===== config.mk =====
export PLATFORM = sky130hd
export DESIGN_NAME = asf_core
export DESIGN_NICKNAME = d
export VERILOG_FILES = /design/src/inc/asf_pkg.sv /design/src/rtl/asf_core.sv
export SDC_FILE = /design/constraint.sdc
export NUM_CORES = 1
export LEC_CHECK = 0
export BUFFER_PORTS_ARGS = -buffer_cell sky130_fd_sc_hd__buf_2
export CAP_MARGIN = 20
export CORE_ASPECT_RATIO = 1.5
export CORE_UTILIZATION = 30
export CTS_CLUSTER_SIZE = 25
export DETAILED_ROUTE_END_ITERATION = 6
export PLACE_DENSITY_LB_ADDON = 0.25
export SLEW_MARGIN = 20
export SYNTH_ARGS = -nofsm -noshare
export SYNTH_HDL_FRONTEND = slang
export SYNTH_SLANG_ARGS = --single-unit

===== constraint.sdc =====
create_clock -name clk -period 10.6 [get_ports clk]
set_input_delay 1.06 -clock clk [delete_from_list [all_inputs] [get_ports clk]]
set_output_delay 1.06 -clock clk [all_outputs]
set_load 0.02 [all_outputs]

===== src/inc/asf_pkg.sv =====
// Constants, encodings and field layout of the ALU and CPU status logic.
// Assumes one 100 MHz core clock and a 32-bit APB register bus.
package asf_pkg;

    // ------------------------------------------------------------------
    // Register indices; byte address is four times the index.
    // ------------------------------------------------------------------
    localparam logic [9:0] ALU_STA_IDX  = 10'h004;
    localparam logic [9:0] CPU_STA_IDX  = 10'h006;
    localparam logic [9:0] IRQ_STAT_IDX = 10'h008;
    localparam logic [9:0] IRQ_MASK_IDX = 10'h009;

    // ------------------------------------------------------------------
    // Field positions.
    // ------------------------------------------------------------------
    localparam int MODE_B_LSB = 6;
    localparam int MODE_A_LSB = 4;
    localparam int OV_BIT     = 3;
    localparam int Z_BIT      = 2;
    localparam int DC_BIT     = 1;
    localparam int C_BIT      = 0;
    localparam int STK_BIT    = 5;
    localparam int GID_BIT    = 4;
    localparam int TO_BIT     = 3;
    localparam int PD_BIT     = 2;
    localparam int IRQ_OV     = 0;
    localparam int IRQ_STK    = 1;
    localparam int IRQ_TO     = 2;
    localparam int IRQ_W      = 3;

    // ------------------------------------------------------------------
    // Reset values and masks.
    // ------------------------------------------------------------------
    localparam logic [7:0] ALU_STA_RST  = 8'hF0;
    localparam logic [7:0] CPU_STA_RST  = 8'h3C;
    localparam logic [7:0] CPU_WR_MASK  = 8'h10;
    localparam logic [3:0] AFF_ARITH    = 4'hF;
    localparam logic [3:0] AFF_ZERO     = 4'h4;
    localparam logic [3:0] AFF_CARRY    = 4'h1;
    localparam logic [3:0] AFF_NONE     = 4'h0;
    localparam logic [3:0] AFF_ZDCC     = 4'h7;

    typedef enum logic [1:0] {
        PTR_POST_DEC = 2'b00,
        PTR_POST_INC = 2'b01
    } asf_ptr_mode_e;

    typedef enum logic [3:0] {
        OP_ADD  = 4'h0,
        OP_SUB  = 4'h1,
        OP_AND  = 4'h2,
        OP_OR   = 4'h3,
        OP_XOR  = 4'h4,
        OP_INC  = 4'h5,
        OP_DEC  = 4'h6,
        OP_CLR  = 4'h7,
        OP_RLC  = 4'h8,
        OP_RRC  = 4'h9,
        OP_SWAP = 4'hA,
        OP_MOVE = 4'hB
    } asf_op_e;

endpackage : asf_pkg


===== src/rtl/asf_core.sv =====
// ALU status flags, indirect pointer modes and CPU status of the core.
// Assumes the execution core drives op and write requests on clk and an
// APB master reaches the registers; the master reset pin is asynchronous.
//
// Operation
// - Flag-affecting op writing ALU status keeps logic-computed Z, DC, C.
// - Clearing ALU status zeroes mode bits, sets Z, keeps OV, DC, C.
// - Subtraction carry and digit carry read one when no borrow.
// - Overflow bit 3 set when signed result leaves -128..+127.
// - Overflow means magnitude carry flipped the sign bit 7.
// - Single ops use accumulator or file; dual ops add file or literal.
// - Bits 7-6 select post-decrement, post-increment or hold for pointer B.
// - Bits 5-4 select post-decrement, post-increment or hold for pointer A.
// - Zero bit 2 follows whether the result equals zero.
// - Addition digit carry bit 1 is carry out of bit 3.
// - Addition carry bit 0 is carry out of bit 7.
// - Subtraction adds the two's complement of the subtrahend.
// - Rotate through carry loads carry with the bit shifted out.
// - Time-out, power-down and stack bits ignore instruction writes.
// - CPU status holds the global interrupt disable control.
// - Master reset leaves time-out and power-down bits unchanged.
// - Pointer post-modify never touches any ALU flag.
module asf_core (
    input  wire logic        clk,
    input  wire logic        rst_n,
    input  wire logic        extResetPinN,
    input  wire logic        opValid,
    input  wire logic [3:0]  opCode,
    input  wire logic [7:0]  accIn,
    input  wire logic [7:0]  fileIn,
    input  wire logic [7:0]  immIn,
    input  wire logic        srcFile,
    input  wire logic        useImm,
    input  wire logic        destAlu,
    input  wire logic        cpuWrite,
    input  wire logic [7:0]  cpuWdata,
    input  wire logic        stackAvailIn,
    input  wire logic        toLoad,
    input  wire logic        toIn,
    input  wire logic        pdLoad,
    input  wire logic        pdIn,
    input  wire logic        ptrReq,
    input  wire logic        ptrSelB,
    input  wire logic [7:0]  ptrIn,
    input  wire logic        psel,
    input  wire logic        penable,
    input  wire logic        pwrite,
    input  wire logic [11:0] paddr,
    input  wire logic [31:0] pwdata,
    output logic      [31:0] prdata,
    output logic             pready,
    output logic             pslverr,
    output logic      [7:0]  resultQ,
    output logic             resultValidQ,
    output logic      [7:0]  aluStaQ,
    output logic      [7:0]  cpuStaQ,
    output logic      [7:0]  ptrOutQ,
    output logic             ptrValidQ,
    output logic             irq
);

    // ------------------------------------------------------------------
    // Helpers.
    // ------------------------------------------------------------------
    // Returns {carry, digit carry, sum}.
    function automatic logic [9:0] asfAdd(input logic [7:0] a,
                                          input logic [7:0] b,
                                          input logic       cin);
        logic [4:0] lo;
        logic [8:0] full;
        lo   = {1'b0, a[3:0]} + {1'b0, b[3:0]} + {4'h0, cin};
        full = {1'b0, a} + {1'b0, b} + {8'h00, cin};
        return {full[8], lo[4], full[7:0]};
    endfunction : asfAdd

    function automatic logic [3:0] asfAffects(input logic [3:0] op);
        case (op)
            asf_pkg::OP_ADD, asf_pkg::OP_SUB,
            asf_pkg::OP_INC, asf_pkg::OP_DEC: return asf_pkg::AFF_ARITH;
            asf_pkg::OP_AND, asf_pkg::OP_OR,
            asf_pkg::OP_XOR, asf_pkg::OP_CLR: return asf_pkg::AFF_ZERO;
            asf_pkg::OP_RLC, asf_pkg::OP_RRC: return asf_pkg::AFF_CARRY;
            default:                          return asf_pkg::AFF_NONE;
        endcase
    endfunction : asfAffects

    function automatic logic [7:0] asfPtrNext(input logic [1:0] mode,
                                              input logic [7:0] ptr);
        case (mode)
            asf_pkg::PTR_POST_DEC: return ptr - 8'h01;
            asf_pkg::PTR_POST_INC: return ptr + 8'h01;
            default:               return ptr;
        endcase
    endfunction : asfPtrNext

    // ------------------------------------------------------------------
    // Master reset pin synchroniser.
    // ------------------------------------------------------------------
    logic mclrMetaQ;
    logic mclrSyncQ;
    logic mclrActive;

    always_ff @(posedge clk) begin
        if (!rst_n) begin
            mclrMetaQ <= 1'b1;
            mclrSyncQ <= 1'b1;
        end else begin
            mclrMetaQ <= extResetPinN;
            mclrSyncQ <= mclrMetaQ;
        end
    end

    assign mclrActive = !mclrSyncQ;

    // ------------------------------------------------------------------
    // Operand selection and ALU.
    // ------------------------------------------------------------------
    logic [7:0] opA;
    logic [7:0] opB;
    logic [7:0] adA;
    logic [7:0] adB;
    logic       adCin;
    logic [9:0] adSum;
    logic [7:0] result;
    logic [3:0] newFlags;
    logic [3:0] aff;
    logic [3:0] mergedFlags;

    // Dual ops pair the accumulator with a file or a literal.
    assign opA = srcFile ? fileIn : accIn;
    assign opB = useImm ? immIn : fileIn;

    always_comb begin
        adA   = accIn;
        adB   = opB;
        adCin = 1'b0;
        case (opCode)
            asf_pkg::OP_SUB: begin
                // Borrow shows as carry low because the add is a true add.
                adA   = opB;
                adB   = ~accIn;
                adCin = 1'b1;
            end
            asf_pkg::OP_INC: begin
                adA   = opA;
                adB   = 8'h00;
                adCin = 1'b1;
            end
            asf_pkg::OP_DEC: begin
                adA   = opA;
                adB   = 8'hFF;
            end
            default: begin
            end
        endcase
    end

    assign adSum = asfAdd(adA, adB, adCin);

    always_comb begin
        result   = adSum[7:0];
        newFlags = aluStaQ[3:0];
        newFlags[asf_pkg::C_BIT]  = adSum[9];
        newFlags[asf_pkg::DC_BIT] = adSum[8];
        // Same operand signs and a different result sign is overflow.
        newFlags[asf_pkg::OV_BIT] = (adA[7] == adB[7]) && (adSum[7] != adA[7]);
        case (opCode)
            asf_pkg::OP_AND:  result = accIn & opB;
            asf_pkg::OP_OR:   result = accIn | opB;
            asf_pkg::OP_XOR:  result = accIn ^ opB;
            asf_pkg::OP_CLR:  result = 8'h00;
            asf_pkg::OP_RLC: begin
                result = {opA[6:0], aluStaQ[asf_pkg::C_BIT]};
                newFlags[asf_pkg::C_BIT] = opA[7];
            end
            asf_pkg::OP_RRC: begin
                result = {aluStaQ[asf_pkg::C_BIT], opA[7:1]};
                newFlags[asf_pkg::C_BIT] = opA[0];
            end
            asf_pkg::OP_SWAP: result = {opA[3:0], opA[7:4]};
            asf_pkg::OP_MOVE: result = opB;
            default: begin
            end
        endcase
        newFlags[asf_pkg::Z_BIT] = (result == 8'h00);
    end

    assign aff         = asfAffects(opCode);
    assign mergedFlags = (newFlags & aff) | (aluStaQ[3:0] & ~aff);

    // ------------------------------------------------------------------
    // APB decode.
    // ------------------------------------------------------------------
    logic       apbAccess;
    logic       apbDone;
    logic       hitAlu;
    logic       hitCpu;
    logic       hitStat;
    logic       hitMask;
    logic       hitAny;
    logic [7:0] rdData;

    assign apbAccess = psel && penable;
    // Ready is registered, so every access phase lasts two cycles.
    assign apbDone   = apbAccess && pready;

    always_comb begin
        hitAlu  = 1'b0;
        hitCpu  = 1'b0;
        hitStat = 1'b0;
        hitMask = 1'b0;
        if (paddr == {asf_pkg::ALU_STA_IDX, 2'b00}) begin
            hitAlu = 1'b1;
        end else if (paddr == {asf_pkg::CPU_STA_IDX, 2'b00}) begin
            hitCpu = 1'b1;
        end else if (paddr == {asf_pkg::IRQ_STAT_IDX, 2'b00}) begin
            hitStat = 1'b1;
        end else if (paddr == {asf_pkg::IRQ_MASK_IDX, 2'b00}) begin
            hitMask = 1'b1;
        end
    end

    assign hitAny = hitAlu || hitCpu || hitStat || hitMask;

    logic [asf_pkg::IRQ_W-1:0] irqStatQ;
    logic [asf_pkg::IRQ_W-1:0] irqStatD;
    logic [asf_pkg::IRQ_W-1:0] irqMaskQ;

    always_comb begin
        rdData = 8'h00;
        if (hitAlu) begin
            rdData = aluStaQ;
        end else if (hitCpu) begin
            rdData = cpuStaQ;
        end else if (hitStat) begin
            rdData = {5'h00, irqStatQ};
        end else if (hitMask) begin
            rdData = {5'h00, irqMaskQ};
        end
    end

    always_ff @(posedge clk) begin
        if (!rst_n) begin
            pready  <= 1'b0;
            pslverr <= 1'b0;
            prdata  <= 32'h0000_0000;
        end else begin
            pready  <= apbAccess && !pready;
            pslverr <= apbAccess && !pready && !hitAny;
            prdata  <= (apbAccess && !pready && !pwrite) ? {24'h000000, rdData} : 32'h0000_0000;
        end
    end

    // ------------------------------------------------------------------
    // ALU status register and result write-back.
    // ------------------------------------------------------------------
    logic [7:0] aluStaD;

    always_comb begin
        aluStaD = aluStaQ;
        if (opValid) begin
            if (destAlu) begin
                aluStaD = result;
                if ((aff & asf_pkg::AFF_ZDCC) != 4'h0) begin
                    // Destination data loses to the flag logic.
                    aluStaD[3:0] = mergedFlags;
                end
            end else begin
                aluStaD[3:0] = mergedFlags;
            end
        end else if (apbDone && pwrite && hitAlu) begin
            aluStaD = pwdata[7:0];
        end
        // Pointer post-modify is deliberately absent here.
    end

    always_ff @(posedge clk) begin
        if (!rst_n) begin
            aluStaQ <= asf_pkg::ALU_STA_RST;
        end else if (mclrActive) begin
            aluStaQ <= {asf_pkg::ALU_STA_RST[7:4], aluStaQ[3:0]};
        end else begin
            aluStaQ <= aluStaD;
        end
    end

    always_ff @(posedge clk) begin
        if (!rst_n) begin
            resultQ      <= 8'h00;
            resultValidQ <= 1'b0;
        end else begin
            resultQ      <= opValid ? result : resultQ;
            resultValidQ <= opValid;
        end
    end

    // ------------------------------------------------------------------
    // Indirect pointer post-modify.
    // ------------------------------------------------------------------
    always_ff @(posedge clk) begin
        if (!rst_n) begin
            ptrOutQ   <= 8'h00;
            ptrValidQ <= 1'b0;
        end else begin
            ptrValidQ <= ptrReq;
            if (ptrReq) begin
                ptrOutQ <= ptrSelB
                    ? asfPtrNext(aluStaQ[asf_pkg::MODE_B_LSB +: 2], ptrIn)
                    : asfPtrNext(aluStaQ[asf_pkg::MODE_A_LSB +: 2], ptrIn);
            end
        end
    end

    // ------------------------------------------------------------------
    // CPU status register.
    // ------------------------------------------------------------------
    logic [7:0] cpuStaD;

    always_comb begin
        cpuStaD = cpuStaQ;
        if (cpuWrite) begin
            cpuStaD[asf_pkg::GID_BIT] = cpuWdata[asf_pkg::GID_BIT];
        end else if (apbDone && pwrite && hitCpu) begin
            cpuStaD = (cpuStaQ & ~asf_pkg::CPU_WR_MASK) | (pwdata[7:0] & asf_pkg::CPU_WR_MASK);
        end
        cpuStaD[asf_pkg::STK_BIT] = stackAvailIn;
        if (toLoad) begin
            cpuStaD[asf_pkg::TO_BIT] = toIn;
        end
        if (pdLoad) begin
            cpuStaD[asf_pkg::PD_BIT] = pdIn;
        end
    end

    always_ff @(posedge clk) begin
        if (!rst_n) begin
            cpuStaQ <= asf_pkg::CPU_STA_RST;
        end else if (mclrActive) begin
            // Time-out and power-down survive so software can tell the cause.
            cpuStaQ <= (asf_pkg::CPU_STA_RST & 8'hF3) | (cpuStaQ & 8'h0C);
        end else begin
            cpuStaQ <= cpuStaD;
        end
    end

    // ------------------------------------------------------------------
    // Interrupt status and mask.
    // ------------------------------------------------------------------
    logic [asf_pkg::IRQ_W-1:0] irqEvent;

    assign irqEvent[asf_pkg::IRQ_OV]  = opValid && aff[asf_pkg::OV_BIT]
                                        && newFlags[asf_pkg::OV_BIT];
    assign irqEvent[asf_pkg::IRQ_STK] = cpuStaQ[asf_pkg::STK_BIT] && !stackAvailIn;
    assign irqEvent[asf_pkg::IRQ_TO]  = toLoad && !toIn && cpuStaQ[asf_pkg::TO_BIT];

    always_comb begin
        irqStatD = irqStatQ;
        if (apbDone && !pwrite && hitStat) begin
            irqStatD = '0;
        end
        // A new event wins over the read that clears.
        irqStatD = irqStatD | irqEvent;
    end

    always_ff @(posedge clk) begin
        if (!rst_n) begin
            irqStatQ <= '0;
            irqMaskQ <= '0;
            irq      <= 1'b0;
        end else begin
            irqStatQ <= irqStatD;
            if (apbDone && pwrite && hitMask) begin
                irqMaskQ <= pwdata[asf_pkg::IRQ_W-1:0];
            end
            irq <= |(irqStatD & irqMaskQ);
        end
    end

    logic signed [8:0] sSum;
    logic        [8:0] uSum;
    assign sSum = $signed({accIn[7], accIn}) + $signed({opB[7], opB});
    assign uSum = {1'b0, accIn} + {1'b0, opB};
endmodule : asf_core


==> metrics.yaml, run 1 <==
synth_area_leader_cell: "dfxtp_1"
grt_max_degree: 34
cts_tree: "yes"
drtIter0Drc: 176
grt.overflow.total: 0
vias: 4294
ant_nets: 0
rsz0062_at_grt: "no"
ys_seq_elements: 49
maxCapViolCount: 0
cpPeakStageDelay_ns: 0.59
grt_use_met1_pct: 21.1
clockBufferDepth: 2
antenna_cells: 0
slew_viol_final: 0
status: "finished, final reports clean"
dr.pass1.iters: 4
hold_viol_final: 0
cts_setup_buffers: 0
fin_nets: 778
crit_type: "in -> reg"
ys_types: 61
yosys-top-cells-area: "dfxtp_1 23%, ha_1 8.5%, buf_4 5.1%, mux2_2 4.2%, mux2i_1 4.0%"
max_slew.worst_pin.slew_ns: 0.903
cp_max_fo: 12
crit_path_end_kind: "flop"
setup_viol: 0
crit_slowest_cell: "a222oi_1"
area_delta_synth_final_pct: 17.1
worst_ep_arrival_time_ns: 5.45
fp.dieW_um: 99.2
cts-root-buf: "clkbuf_16"
postCtsHoldBufs: 0
clock_latency_ns: 0.29
crit_chain: "buf_2, inv_1, ha_1, nor2b_1, nand2b_1, nor2_1, a221oi_1, fa_1, fa_1, nand2b_1, a21oi_1, xor2_1, a222oi_1, nand3_1, nor3_1, nand3_1, a221oi_2"
die-height_um: 148
yosysWarnings: 0
start_util_pct: 31.1
r2r_setup_slack_ns: 8.38
synth_common_cells: "49 x dfxtp_1, 38 x nor2_1, 37 x nand2_1, 36 x inv_1, 32 x o21ai_0"
antenna_found_initial: 0
maxSlewHeadroom_pct: 39.0
synth-edff-count: 0
dp_hpwl_mm: 10.6
yosysMostFrequentCell: "dfxtp_1"
cts_resized: 0
required_ns: 10.81
wl_mm: 13.8
final.min_clock_period_ns: 5.24
worst_hold_slack_ns: 0.415
yosys_most_used_dff: "dfxtp_1"
syn_area_um2: 4260
grt_use_met2_pct: 35.4
power_leakage_nw: 2.33
syn_inst: 546
skew_ns: 0.00532
dieArea_um2: 14700
track_usage_pct: 18.5
fillers: 1478
rows: 52
h-tree-depth: 2
min_path_type: "reg -> reg"
fin_crit_sh_pct: 49.4
gp_congestion: 0.979
syn_area_per_cell_um2: 7.79
fmax_mhz: 191
cp-start-kind: "input port"
ioPinCount: 175
cellPowerDensity_nw_per_um2: 117
numClockSinks: 49
synthArstFlopShare_pct: 0
clkSlewWorstSetupHoldPaths_ns: 0.06
drc: 0
synth.top_cell.area_share_pct: 23.1
numCtsBuffers: 5
placeableCoreArea_um2: 13700
tns_ns: 0
ir_drop_mv: 0.0599
vias_per_cell: 5.34
grt_pass1_wl_mm: 21.7
grtUsageMet3_pct: 1.61
grt_pass1_vias: 4202
numPortBuffers: 115
grt.busiest_layer: "met2"
wire_per_inst_um: 17.1
drive_gt1_share_pct: 22.7
synth-seq-area-share_pct: 23.1
-- where the power goes --
| part | internal [mW] | switching [mW] |
|---|---|---|
| combinational | 0.0732 | 0.120 |
| clock | 0.118 | 0.0702 |
| sequential | 0.195 | 0.00828 |
| total | 0.386 | 0.199 |
-- path summary, 6_finish.rpt --
check / start / end / depth (start not counted)
worst max-delay path: opCode[1] / aluStaQ[2] / 17
worst min-delay path: mclrMetaQ / mclrSyncQ / 1
worst max register to register: aluStaQ[0] / aluStaQ[2] / 7
worst min register to register: mclrMetaQ / mclrSyncQ / 1
-- cell usage in the layout (no fill, tap or decap), types with 13 or more instances in the layout --
cell	Yosys	layout
inv_1	36	36
dfxtp_1	49	49
nand2b_1	13	13
mux2i_1	17	17
mux2_2	16	16
nand2_1	37	37
nand3_1	28	28
nor2_1	38	38
a21oi_1	29	29
o22ai_1	13	13
buf_2	4	115
nor3_1	13	13
o21ai_0	32	32
conb_1	1	28
ha_1	29	29
-- through the flow --
stage | cell area (um2) | util, % | total power [mW] | setup slack [ns] | cells
floorplan | 4360 | - | 0.345 | 6.33 | 573
global placement | 4810 | 35.2 | 0.395 | 5.14 | 796
detailed placement | 4810 | 35.2 | 0.398 | 5.09 | 796
CTS | 4980 | 36.5 | 0.590 | 5.36 | 804
global route | 4980 | 36.5 | 0.618 | 4.97 | 804
finish | 4980 | 36.5 | 0.584 | 5.36 | 804
-- layer usage --
layer / routed length (um) / vias up
li1: - / 2102
met1: 5620 / 1983
met2: 7110 / 183
met3: 732 / 26
met4: 299 / 0
met5: 0 / -
-- area by class of cell --
cell class | count | area, um2 | share of cell area (%)
multi-input cells | 432 | 2900 | 58.2
flip-flops and latches | 49 | 981 | 19.7
repair buffers | 116 | 583 | 11.7
well taps | 162 | 203 | 4.07
clock buffers | 6 | 139 | 2.79
inverters | 37 | 139 | 2.79
clock inverters | 2 | 37.5 | 0.753
-- state kept, by name, indices dropped and copies added (netlist names), 3 cells and up --
name	count
prdata	8
cpuStaQ	4
irqMaskQ	3
ptrOutQ	8
resultQ	8
aluStaQ	8
irqStatQ	3
-- cell families (layout without fill, tap and decap cells) --
kind of cell,Yosys count,in the layout,share of synthesized area [%]
compound gates,157,157,25.4
other cells,1,28,0.0881
buf+inv,92,161,11.1
fa+ha+maj,31,31,9.47
mux,34,34,8.59
xor+xnor,13,13,2.68
simple gates,169,169,19.6
flops,49,49,23.1
-- critical path: cells and delay by family --
kind | cells | cell delay (ns)
AND/OR/NAND/NOR | 7 | 1.46
adder cells (fa/ha/maj) | 3 | 1.40
AO/OA/AOI/OAI | 4 | 1.21
buffers and inverters | 2 | 0.20
XOR/XNOR | 1 | 0.11
No activity file was read; power rests on OpenSTA's default activity.
==> inputs of run 2 (changes only) <==
Clock period 10.6 ns to 5.4 ns, I/O delays scaled along.
==> metrics.yaml, run 2 (synthesis gave the netlist of run 1 again) <==
start_util_pct: 31.1
place_ws_ns: 0.768
rsz0062_at_grt: "no"
cts-root-buf: "clkbuf_16"
grt_pass1_wl_mm: 21.4
maxCapViolCount: 0
required_ns: 5.61
p_int_mw: 0.759
cp-start-kind: "input port"
setup_slack_ns: 0.976
worstHoldEndpoint: "mclrSyncQ"
antenna_cells: 0
fmax_mhz: 226
track_usage_pct: 18.2
multi_input_area_um2: 2900
status: "finished, final reports clean"
dieArea_um2: 14700
wire_per_inst_um: 16.9
worst_ep_arrival_time_ns: 4.63
clockBufferDepth: 2
crit_path_start: "opCode[0]"
wl_mm: 13.7
min_path_type: "reg -> reg"
tns_ns: 0
placeableCoreArea_um2: 13700
p_sw_share_pct: 33.9
skew_ns: 0.00219
crit_type: "in -> reg"
ioPinCount: 175
rows: 52
drc: 0
numCtsBuffers: 5
mostFrequentLayoutCells: "115 x buf_2, 49 x dfxtp_1, 38 x nor2_1, 37 x nand2_1, 36 x inv_1"
drtIter0Drc: 203
fp.dieW_um: 99.2
r2r_end: "aluStaQ[2]"
cts_resized: 0
numClockSinks: 49
ir_drop_mv: 0.146
r2r_cells: 7
die-height_um: 148
hold_path_depth: 1
ant_nets: 0
regArea_um2: 981
final_util_pct: 36.6
r2r_setup_slack_ns: 3.16
grt_pass1_vias: 4234
clock_latency_ns: 0.29
seqPwrFrac_pct: 34.7
setup_viol: 0
final.min_clock_period_ns: 4.42
cellPowerDensity_nw_per_um2: 229
min_from: "mclrMetaQ"
dr.pass1.iters: 5
grt_max_degree: 34
fin_crit_sh_pct: 81.9
cts_tree: "yes"
h-tree-depth: 2
area_delta_synth_final_pct: 17.6
postCtsHoldBufs: 0
drive_gt1_share_pct: 22.9
hold_viol_final: 0
power_leakage_nw: 2.35
crit_path_end_kind: "flop"
p_clk_share_pct: 32.0
rr_startpoint: "aluStaQ[0]"
cp_max_fo: 9
cts_setup_buffers: 0
maxSlewHeadroom_pct: 42.4
dp_hpwl_mm: 10.7
slew_viol_final: 0
final_common_cell: "buf_2"
power_switching_mw: 0.389
vias_per_cell: 5.40
fin_nets: 781
grt.overflow.total: 0
power_frac_comb_pct: 33.3
vias: 4354
max_slew.worst_pin.slew_ns: 0.852
clkSlewWorstSetupHoldPaths_ns: 0.06
fillers: 1468
gp_congestion: 1.00
antenna_found_initial: 0
numPortBuffers: 115
run 2: changes by cell type in the layout (fill, tap and decap cells not counted), sizes merged:
| cell | delta |
|---|---|
| buf | +3 |
| clkbuf | +1 |
| clkinvlp | -1 |
run 2: routing by layer:
metal / GRT usage (%) / vias to the layer above / part of all wire (%)
met5: 0 / - / 0
met4: 7.35 / 0 / 2.6
met3: 2.32 / 30 / 6.1
met2: 33.9 / 200 / 51
met1: 20.8 / 2013 / 40
li1: - / 2111 / -
run 2: worst max-delay path: stages:
cell      delay (ns)
buf_2           0.11
inv_1           0.06
ha_1            0.24
nand2_1         0.28
a21o_1          0.36
a221oi_1        0.17
fa_1            0.50
fa_1            0.40
nand2b_1        0.18
a21oi_1         0.34
xor2_1          0.12
a222oi_1        0.58
nand3_1         0.13
nor3_1          0.24
nand3_1         0.13
a221oi_2        0.23
run 2: cell type report:
| class | count | share of cell area [%] |
|---|---|---|
| tap | 162 | 4.05 |
| clock buffer | 7 | 2.85 |
| sequential | 49 | 19.6 |
| timing repair buffer | 119 | 12.1 |
| multi-input combinational | 432 | 58.0 |
| clock inverter | 1 | 0.600 |
| inverter | 37 | 2.78 |
run 2: power groups by stage:
stage          clock (mW)  sequential [mW]  combinational (mW)
3_3_place_gp            0            0.406               0.372
6_report            0.367            0.398               0.383
5_1_grt             0.387            0.401               0.421
3_5_place_dp            0            0.407               0.379
2_1_floorplan           0            0.425               0.251
4_1_cts             0.377            0.398               0.381
run 2: per-stage QoR:
step | total power, mW | std cells | hold WS [ns] | area, um2
after floorplan | 0.677 | 573 | 0.386 | 4360
after global placement | 0.778 | 799 | 0.405 | 4830
after detailed placement | 0.785 | 799 | 0.407 | 4830
after CTS | 1.16 | 807 | 0.420 | 5000
after global routing | 1.21 | 807 | 0.436 | 5000
final | 1.15 | 807 | 0.415 | 5000
run 2: how the worst max path moves through the flow:
stage | endpoint | slack [ns]
after CTS | aluStaQ[2] | 1.04
after detailed placement | aluStaQ[2] | 0.77
after floorplan | aluStaQ[7] | 1.65
after global routing | aluStaQ[2] | 0.71
final | aluStaQ[2] | 0.98
after global placement | aluStaQ[2] | 0.92
